<file path="config.mk">
export PLATFORM = sky130hd
export DESIGN_NAME = timer16_compare_waveform_gen
export DESIGN_NICKNAME = d
export VERILOG_FILES = /design/src/rtl/timer16_pkg.sv /design/src/rtl/timer16_compare_waveform_gen.sv
export SDC_FILE = /design/constraint.sdc
export NUM_CORES = 1
export LEC_CHECK = 0
export ABC_AREA = 1
export ABC_CLOCK_PERIOD_IN_PS = 2600
export BUFFER_PORTS_ARGS = -buffer_cell sky130_fd_sc_hd__buf_2
export CAP_MARGIN = 40
export CORE_ASPECT_RATIO = 1.5
export CORE_MARGIN = 3
export CORE_UTILIZATION = 53
export DETAILED_ROUTE_END_ITERATION = 7
export PLACE_DENSITY = 0.8
export SETUP_SLACK_MARGIN = 0.1
export SLEW_MARGIN = 20
export SYNTH_ARGS = -nofsm -noshare
export SYNTH_HDL_FRONTEND = slang
export SYNTH_SLANG_ARGS = --single-unit
</file>
<file path="constraint.sdc">
create_clock -name clk -period 2.6 [get_ports clk]
set_clock_uncertainty 0.15 [all_clocks]
set_input_delay 0.13 -clock clk [delete_from_list [all_inputs] [get_ports clk]]
set_output_delay 0.13 -clock clk [all_outputs]
set_load 0.05 [all_outputs]
</file>
<file path="src/rtl/timer16_pkg.sv">
// constants of the 16-bit timer compare and waveform generator
package timer16_pkg;

  // ---------------------------------------------------------------
  // waveform modes
  // ---------------------------------------------------------------
  localparam logic [3:0] MODE_NORMAL   = 4'h0;
  localparam logic [3:0] MODE_CTC_A    = 4'h4;
  localparam logic [3:0] MODE_FAST_8   = 4'h5;
  localparam logic [3:0] MODE_FAST_9   = 4'h6;
  localparam logic [3:0] MODE_FAST_10  = 4'h7;
  localparam logic [3:0] MODE_CTC_CAP  = 4'hC;
  localparam logic [3:0] MODE_FAST_CAP = 4'hE;
  localparam logic [3:0] MODE_FAST_A   = 4'hF;

  // ---------------------------------------------------------------
  // compare output modes (2 and 3 mean non-inverted/inverted in pwm)
  // ---------------------------------------------------------------
  localparam logic [1:0] COM_NONE   = 2'h0;
  localparam logic [1:0] COM_TOGGLE = 2'h1;
  localparam logic [1:0] COM_CLEAR  = 2'h2;
  localparam logic [1:0] COM_SET    = 2'h3;

  // ---------------------------------------------------------------
  // counter values and reset values
  // ---------------------------------------------------------------
  localparam logic [15:0] COUNT_BOTTOM = 16'h0000;
  localparam logic [15:0] COUNT_MAX    = 16'hFFFF;
  localparam logic [15:0] TOP_8BIT     = 16'h00FF;
  localparam logic [15:0] TOP_9BIT     = 16'h01FF;
  localparam logic [15:0] TOP_10BIT    = 16'h03FF;
  localparam logic [15:0] COMPARE_RST  = 16'h0000;
  localparam logic        LATCH_RST    = 1'b0;
  localparam logic        FLAG_RST     = 1'b0;

endpackage

</file>
<file path="src/rtl/timer16_compare_waveform_gen.sv">
// counter, compare units and waveform generator of a 16-bit timer
`timescale 1ns/10ps
module timer16_compare_waveform_gen
  import timer16_pkg::*;
(
  // clock and reset
  input  wire logic        clk,
  input  wire logic        rst,
  // timer control
  input  wire logic        tickEn,
  input  wire logic [3:0]  waveformMode,
  input  wire logic [1:0]  compareOutputModeA,
  input  wire logic [1:0]  compareOutputModeB,
  input  wire logic        forceCompareStrobeA,
  input  wire logic        forceCompareStrobeB,
  // register writes
  input  wire logic        compareValueAWr,
  input  wire logic [15:0] compareValueAData,
  input  wire logic        compareValueBWr,
  input  wire logic [15:0] compareValueBData,
  input  wire logic        counterWr,
  input  wire logic [15:0] counterData,
  input  wire logic [15:0] captureRegister,
  // flag acknowledges
  input  wire logic        overflowAck,
  input  wire logic        compareAckA,
  input  wire logic        compareAckB,
  input  wire logic        captureAck,
  // port pins
  input  wire logic        pinDirectionBitA,
  input  wire logic        pinDirectionBitB,
  input  wire logic        portOutA,
  input  wire logic        portOutB,
  // status
  output logic      [15:0] counterValue,
  output logic      [15:0] compareValueA,
  output logic      [15:0] compareValueB,
  output logic             overflowFlag,
  output logic             compareFlagA,
  output logic             compareFlagB,
  output logic             captureFlag,
  output logic             compareOutputLatchA,
  output logic             compareOutputLatchB,
  output logic             pinOutA,
  output logic             pinOutB,
  output logic             pinOeNA,
  output logic             pinOeNB
);

  // ---------------------------------------------------------------
  // mode decoding
  // ---------------------------------------------------------------
  function automatic logic isFastPwm(input logic [3:0] m);
    return m == MODE_FAST_8 || m == MODE_FAST_9 || m == MODE_FAST_10 ||
           m == MODE_FAST_CAP || m == MODE_FAST_A;
  endfunction

  function automatic logic usesCapTop(input logic [3:0] m);
    return m == MODE_CTC_CAP || m == MODE_FAST_CAP;
  endfunction

  function automatic logic [15:0] topOf(input logic [3:0] m,
                                        input logic [15:0] cmpA,
                                        input logic [15:0] cap);
    unique case (m)
      MODE_FAST_8:                 return TOP_8BIT;
      MODE_FAST_9:                 return TOP_9BIT;
      MODE_FAST_10:                return TOP_10BIT;
      MODE_CTC_CAP, MODE_FAST_CAP: return cap;
      MODE_CTC_A, MODE_FAST_A:     return cmpA;
      default:                     return COUNT_MAX;
    endcase
  endfunction

  // ---------------------------------------------------------------
  // counter
  // ---------------------------------------------------------------
  logic            pwm;
  logic            clearMode;
  logic            blockMatch;
  logic            next_blockMatch;
  logic            atTop;
  logic            topEvent;
  logic            overflowEvent;
  logic     [15:0] next_counterValue;
  logic     [1:0]  match;
  logic     [1:0][15:0] cmpActive;

  // top from captureRegister, or compare A in MODE_CTC_A, is compared live, so a top
  // written below the count is missed until the counter wraps through MAX
  always_comb
  begin
    pwm       = isFastPwm(waveformMode);
    clearMode = pwm || waveformMode == MODE_CTC_A ||
                waveformMode == MODE_CTC_CAP;
    atTop     = clearMode && !blockMatch &&
                counterValue == topOf(waveformMode, cmpActive[0],
                                      captureRegister);
    topEvent  = tickEn && !counterWr && atTop;
    next_counterValue = counterValue;
    next_blockMatch   = blockMatch;
    if (counterWr)
    begin
      next_counterValue = counterData;
      next_blockMatch   = 1'b1;
    end
    else if (tickEn)
    begin
      next_blockMatch = 1'b0;
      if (atTop)
        next_counterValue = COUNT_BOTTOM;
      else
        next_counterValue = counterValue + 16'h0001;
    end
    overflowEvent = tickEn && !counterWr &&
                    (pwm ? atTop : counterValue == COUNT_MAX);
  end

  always_ff @(posedge clk)
  begin
    if (rst)
    begin
      counterValue <= COUNT_BOTTOM;
      blockMatch   <= 1'b0;
    end
    else
    begin
      counterValue <= next_counterValue;
      blockMatch   <= next_blockMatch;
    end
  end

  // ---------------------------------------------------------------
  // flags (a set in the acknowledge cycle wins)
  // ---------------------------------------------------------------
  logic next_overflowFlag;
  logic next_captureFlag;
  logic next_compareFlagA;
  logic next_compareFlagB;

  always_comb
  begin
    next_overflowFlag = overflowEvent ||
                        (overflowFlag && !overflowAck);
    next_captureFlag  = (topEvent && usesCapTop(waveformMode)) ||
                        (captureFlag && !captureAck);
    next_compareFlagA = match[0] || (compareFlagA && !compareAckA);
    next_compareFlagB = match[1] || (compareFlagB && !compareAckB);
  end

  always_ff @(posedge clk)
  begin
    if (rst)
    begin
      overflowFlag <= FLAG_RST;
      captureFlag  <= FLAG_RST;
      compareFlagA <= FLAG_RST;
      compareFlagB <= FLAG_RST;
    end
    else
    begin
      overflowFlag <= next_overflowFlag;
      captureFlag  <= next_captureFlag;
      compareFlagA <= next_compareFlagA;
      compareFlagB <= next_compareFlagB;
    end
  end

  // ---------------------------------------------------------------
  // compare channels
  // ---------------------------------------------------------------
  logic [1:0][1:0]  comSel;
  logic [1:0]       forceReq;
  logic [1:0]       latch;
  logic [1:0]       valWr;
  logic [1:0][15:0] valData;
  logic [1:0]       portOut;
  logic [1:0]       pinOut;
  assign comSel   = {compareOutputModeB, compareOutputModeA};
  assign forceReq = {forceCompareStrobeB, forceCompareStrobeA};
  assign valWr    = {compareValueBWr, compareValueAWr};
  assign valData  = {compareValueBData, compareValueAData};
  assign portOut  = {portOutB, portOutA};
  generate
    for (genvar i = 0; i < 2; i++)
    begin : g_chan
      logic [15:0] cmpBuf;
      logic [15:0] next_cmpBuf;
      logic [15:0] next_cmpActive;
      logic        next_latch;
      assign match[i]   = tickEn && !counterWr && !blockMatch &&
                          counterValue == cmpActive[i];
      always_comb
      begin
        next_cmpBuf    = cmpBuf;
        next_cmpActive = cmpActive[i];
        if (valWr[i])
        begin
          next_cmpBuf = valData[i];
          if (!pwm)
            next_cmpActive = valData[i];
        end
        if (pwm && topEvent)
          next_cmpActive = cmpBuf;
        // unchanged when the output mode is zero
        next_latch = latch[i];
        if (pwm)
        begin
          // code bit 0 is the level at top; a match drives the opposite
          if (topEvent && comSel[i][1])
            next_latch = comSel[i][0];
          // match after top so compare == top holds a constant level
          if (match[i] && comSel[i][1])
            next_latch = !comSel[i][0];
          if (match[i] && comSel[i] == COM_TOGGLE && i == 0 &&
              waveformMode == MODE_FAST_A)
            next_latch = !latch[i];
        end
        else if (match[i] || forceReq[i])
        begin
          if (comSel[i] == COM_TOGGLE)
            next_latch = !latch[i];
          if (comSel[i][1])
            next_latch = comSel[i][0];
        end
      end
      always_ff @(posedge clk)
      begin
        if (rst)
        begin
          cmpBuf       <= COMPARE_RST;
          cmpActive[i] <= COMPARE_RST;
          latch[i]     <= LATCH_RST;
        end
        else
        begin
          cmpBuf       <= next_cmpBuf;
          cmpActive[i] <= next_cmpActive;
          latch[i]     <= next_latch;
        end
      end
      // override only the value; direction stays with the port
      assign pinOut[i] = (comSel[i] != COM_NONE) ? latch[i]
                                                 : portOut[i];
    end
  endgenerate
  // ---------------------------------------------------------------
  // outputs
  // ---------------------------------------------------------------
  assign compareValueA       = cmpActive[0];
  assign compareValueB       = cmpActive[1];
  assign compareOutputLatchA = latch[0];
  assign compareOutputLatchB = latch[1];
  assign pinOutA             = pinOut[0];
  assign pinOutB             = pinOut[1];
  assign pinOeNA             = !pinDirectionBitA;
  assign pinOeNB             = !pinDirectionBitB;
endmodule // timer16_compare_waveform_gen

</file>
* After elaboration in Yosys (flattened, before gate mapping)
Index checks and enable logic that the tools add are counted.
** Storage, ports and cells
- Flip-flop bits (word level) :: 87
- Input port bits :: 88
- Output and inout bits :: 58
- Word-level logic and storage cells :: 117
** Cells by class
- $add $sub $neg :: 1
- Eq/ne operators :: 16
- Multiplexer cells :: 28
- Reductions and logical operators :: 60
** Operators with widths (number)
- 16-bit two-way mux :: 9
- 16-bit one-hot mux with 5 select lines :: 1
- 16-bit equality test :: 3
- 1-bit logical AND :: 20
- 1-bit two-way mux :: 18
- 16-bit by 1-bit adder with 16-bit output, second input constant :: 1
- 16-bit equality test, second input constant :: 1
- 4-bit by 3-bit equality test with 1-bit output, second input constant :: 4
- 2-bit nonzero test :: 7
- 1-bit logical OR :: 13
- 4-bit equality test, second input constant :: 3
- 1-bit logical NOT :: 12
- 3-bit AND reduction :: 2
- 3-bit nonzero test :: 2
- 2-bit by 1-bit equality test with 1-bit output, second input constant :: 2
- 4-bit by 1-bit inequality test with 1-bit output, second input constant :: 1
- 2-bit AND reduction :: 2
- 2-bit OR reduction :: 2
- 3-bit by 1-bit inequality test with 1-bit output, second input constant :: 1
- 2-bit by 1-bit inequality test with 1-bit output, second input constant :: 1

* Depth between registers and ports, before layout
- Depth after elaboration :: 15
- Gate-level depth with buffers :: 19
- Depth with buffers taken out :: 16

* Least setup slack after synthesis
Ideal clock, no wire load.
- Kind :: register -> register
- From :: register counterValue[2]
- To :: register counterValue[15]
- Library setup time :: 0.132 ns
- Arrival :: 2.301 ns
- Required time :: 2.318 ns
- Setup slack :: 0.017 ns
- Stages on the path, launching flop included :: 12
- Buffers on the path :: 1
- Clock period less this slack :: 2.583 ns
- Cell sequence :: dfxtp_1 -> clkbuf_1 -> nand3_1 -> nor2_1 -> nand4_1 -> nor3_1 -> nand2_1 -> nor4_1 -> nand2_1 -> xor2_1 -> nand2_1 -> a21oi_1
** On the way
- Longest elaborated chain between the ends :: 5
- Elaborated cells between the ends (all ways) :: 6
- Classes of those cells :: add/sub: 1; eq/ne: 1; mux: 3; reduce/logical: 1
** Ends and longest elaborated chain
- from (decl) :: line timer16_compare_waveform_gen.sv:35 : output logic [15:0] counterValue,
- from (signal assigned) :: line timer16_compare_waveform_gen.sv:128 : counterValue <= next_counterValue;
- branches (longest 2 deep; another with 16-bit by 1-bit adder with 16-bit output)
- 16-bit two-way mux (*) :: line timer16_compare_waveform_gen.sv:110 : if (atTop)
- 16-bit two-way mux (*) :: line timer16_compare_waveform_gen.sv:107 : else if (tickEn)
- 16-bit two-way mux (*) :: line timer16_compare_waveform_gen.sv:102 : if (counterWr)
Mark *: on every way between the ends. The select of a mux whose other input is x is not followed.
A chain may end at the register's enable or synchronous reset.

* Worst setup path after layout
- From :: input port waveformMode[3]
- To :: register cmpActive, in the netlist compareValueA[8]
** On the way
- Longest elaborated chain between the ends :: 13
- Elaborated cells between the ends (all ways) :: 25
- Classes of those cells :: eq/ne: 9; mux: 2; reduce/logical: 14
** Ends and longest elaborated chain
- from (decl) :: line timer16_compare_waveform_gen.sv:11 : input wire logic [3:0] waveformMode,
- branches (longest 13 deep; another with 16-bit one-hot mux with 5 select lines)
- to (signal, indexed assignment) :: line timer16_compare_waveform_gen.sv:238 : cmpActive[i] <= next_cmpActive;
- to (decl) :: line timer16_compare_waveform_gen.sv:87 : logic [1:0][15:0] cmpActive;
Parallel ways; which one is timed is not known.

==> impl_metrics.csv <==
group,metric,value,unit
yosys,synth_enable_flop_cells,0,
placed_design,gp_congestion,1.027,
drt,final_routed_wirelength_across_all_metal_layers,19.64,mm
drt,route.antenna.remaining_nets,0,
placed_design,io_buffer_count,145,
layout,layout_common_cells,"215 x sky130_fd_sc_hd__nand2_1, 208 x sky130_fd_sc_hd__nor2_1, 145 x sky130_fd_sc_hd__buf_2, 83 x sky130_fd_sc_hd__dfxtp_1, 81 x sky130_fd_sc_hd__inv_1",
placed_design,detailed_place.area,0.006379,mm²
sta,final-max-slew-violation-count,0,
pwr,power.ir.vdd_worst,0.4961,mV
clock_network,cts-buffers-inserted,9,
yosys,syn-mean-instance-area,6.053,µm²
die,initial_core_util,54.92,%
worst_setup_path,timing_worst_setup_path_type,"in2reg",
yosys,top_cells_by_area_synth,"sky130_fd_sc_hd__dfxtp_1 32%, sky130_fd_sc_hd__nand2_1 15%, sky130_fd_sc_hd__nor2_1 15%",
die,io-pin-count,146,
clock_network,clkLatencyLatePin,350,ps
layout,finalInstanceArea,0.007221,mm²
clock_network,post_cts.repair.setup_buffers,0,
sta,worst_slew_margin_rel,63.53,%
clock_network,cts_tree,"built",
worst_setup_path,critical_path_arrival,2350,ps
grt,grt_antenna_before_repair,0,
clock_network,cts-htree-levels,3,
grt,grt_first_pass_wirelength,30.37,mm
worst_setup_path,endpoint_kind,"flip-flop",
drt,dr.max_layer_used,"met4",
layout,area_growth,34.18,%
yosys,post_synthesis_sequential_area_ratio,32.36,%
worst_hold_path,hold_path_class,"in2reg",
yosys,yosys.cell_types.count,38,
worst_setup_path,worstPathMaxFanout,17,
clock_network,clk_root_buffer_cell,"sky130_fd_sc_hd__clkbuf_16",
drt,detail_route.drc_violations,0,
drt,detailroute.wirelength.met2,9.540,mm
drt,met3_wirelength,1.444,mm
grt,grt_start_max_net_pins,53,
placed_design,detailedPlacementHpwl,14.00,mm
worst_setup_path,crit_family,"simple AND/OR/NAND/NOR gates",
sta,layout_worst_path_cycle_share,87.96,%
yosys,synthesis.yosys.warnings,0,
layout,multi_input_comb_area,0.003117,mm²
die,area_enclosed_by_the_die_boundary,0.01142,mm²
sta,setup_ws,313.1,ps
die,die_height,129.4,µm
yosys,ffs_latches_synth,87,
pwr,switchingPower,0.001317,W
layout,instances_no_fill,1217,
worst_setup_path,timing.critical_path.required,2660,ps
grt,first_global_vias,6245,
layout,insertedDiodeCount,0,
placed_design,place.detailed.instances,1148,
die,row_count,44,
worst_setup_path,timing.critical_path.slowest_cell_delay,300,ps
placed_design,post-place-ws,15.61,ps
drt,met1_length,7.355,mm
die,fp.coreArea,0.009799,mm²
worst_setup_path,critPathSlowestCell,"sky130_fd_sc_hd__nand2_2",
sta,finalCriticalPeriod,2287,ps
yosys,number_of_nets_produced_by_synthesis,978,
worst_setup_path,cp_cell_sequence,"buf_2, nand2_2, inv_2, nand2_1, nand2_2, nand2_1, nand4_1, nand2_1, nor2_1, nand2_1, nor3_4, nand3_1, nand2_2, nor2_1, nor2_1, nor2_1",
drt,routed_via_density,5.486,
sta,setup_viol,0,
layout,final_layout_net_count,1186,
worst_setup_path,path_buf_inv,2,
drt,vias,6676,
die,die-width,88.28,µm
sta,setup_total_negative_slack,0,ps
clock_network,cts.sinks,87,
clock_network,ctsLongestPathBuffers,2,
sta,worst_slew_pin_slew,547.0,ps
drt,dr_iter_0_viols,516,
worst_hold_path,holdPathStages,4,
pwr,seq_power_share,39.0,%
yosys,postSynth.asyncResetShare,0,%
yosys,synth.top_cell.area_share,32.36,%
pwr,power.switching_fraction,34.26,%
pwr,clock_power_share,35.4,%
status,status,"finished clean",
grt,total_routing_usage_gr,34.25,%
worst_setup_path,rr_worst_depth,11,
yosys,post-synth-top-area-cell,"sky130_fd_sc_hd__dfxtp_1",
layout,postLayoutCoreUtil,73.68,%
drt,firstDrtPassIters,8,
run,maxCapViolations,0,
drt,detail_route.wl_per_cell,16.14,µm
worst_setup_path,critPathLaunchType,"input port",
sta,hold_violations,0,
pwr,p_comb_share,25.6,%
layout,final_layout_size_suffix_gt1_share,20.69,%
sta,setup_repair_after_global_routing_missed_its_margin,"true",
yosys,postSynth.topFlopCell,"sky130_fd_sc_hd__dfxtp_1",
worst_setup_path,cp.depth,16,
pwr,cell_internal_pwr,0.002527,W
layout,fillers,840,
layout,layout_commonest_cell,"sky130_fd_sc_hd__nand2_1",
layout,regArea,0.001747,mm²
pwr,leakage_power_of_the_design,3.563,nW
clock_network,worst_setup_hold_path_clk_slew,70,ps
grt,globalRoute.totalOverflow,0,
yosys,post_synth_inst_count,889,
pwr,power_density,532.3,mW/mm²
yosys,synth.cell_area,0.005381,mm²
sta,peak_freq,437.3,MHz
power groups by stage:
stage               combinational, W  clock, W  sequential, W
floorplan                   0.000455         0        0.00167
global placement            0.000893         0        0.00152
detailed placement          0.000901         0        0.00153
CTS                         0.000967   0.00137        0.00149
global route                 0.00107   0.00142        0.00151
finish                      0.000984   0.00136        0.00150
flip-flops by register name, indices dropped and copies added (netlist names):
register / count
blockMatch: 1
captureFlag: 1
compareFlagA: 1
compareFlagB: 1
compareOutputLatchA: 1
compareOutputLatchB: 1
compareValueA: 16
compareValueB: 16
counterValue: 16
g_chan.cmpBuf: 32
overflowFlag: 1
cell type report:
type                            instances  area share [%]
Clock inverter                          6           1.040
Clock buffer                           10           3.171
Inverter                               88           4.575
Multi-Input combinational cell        671           43.16
Sequential cell                        87           24.19
Timing Repair Buffer                  240           21.87
Tap cell                              115           1.993
final timing paths:
| check | start | endpoint | slack (ps) |
|---|---|---|---|
| worst min-delay path | rst | g_chan[1].cmpBuf[8] | 6 |
| worst min register to register | compareFlagA | compareFlagA | 310 |
| worst max register to register | counterValue[10] | compareValueA[8] | 320 |
| worst max-delay path | waveformMode[3] | compareValueA[8] | 310 |
routing by layer:
metal  track usage, %  vias up
met5                0        -
met4            22.42        0
met3            5.216       91
met2            56.90      340
met1            40.20     2949
li1                 -     3296
worst min-delay path: stages:
cell and delay, ps:
sky130_fd_sc_hd__buf_2 90, sky130_fd_sc_hd__inv_1 100, sky130_fd_sc_hd__o21ai_0 100, sky130_fd_sc_hd__nor2_1 40
stage by stage:
stage / hold slack, ps / power (W)
2_1_floorplan: 114.9 / 0.002123
3_3_place_gp: 218.9 / 0.002416
3_5_place_dp: 222.2 / 0.002427
4_1_cts: 0.1603 / 0.003834
5_1_grt: 27.97 / 0.003998
6_report: 5.514 / 0.003844
synthesized netlist by cell type, drive strengths merged, types with 7 or more instances:
library cell and instances:
nand2 221, nor2 212, dfxtp 87, inv 86
nand4 70, o21ai 50, nand3 31, clkbuf 29
a21oi 26, a22oi 16, buf 14, xor2 11
nor3 8, xnor2 7
cells by family after synthesis:
logic type      after synthesis  share of synthesized area, %
mux                           1                        0.2092
fa+ha+maj                     1                        0.2325
buf+inv                     131                         9.858
flops                        87                         32.36
simple gates                549                         43.66
xor+xnor                     18                         2.930
compound gates              102                         10.74
repair_timing:
item / CTS / global route
endpoints found under the setup margin: 0 / 13
resized for setup: 0 / 3
hold endpoints to repair: 78 / 0
hold buffers: 53 / 0
Note: power is estimated with default switching activity, not from simulation.
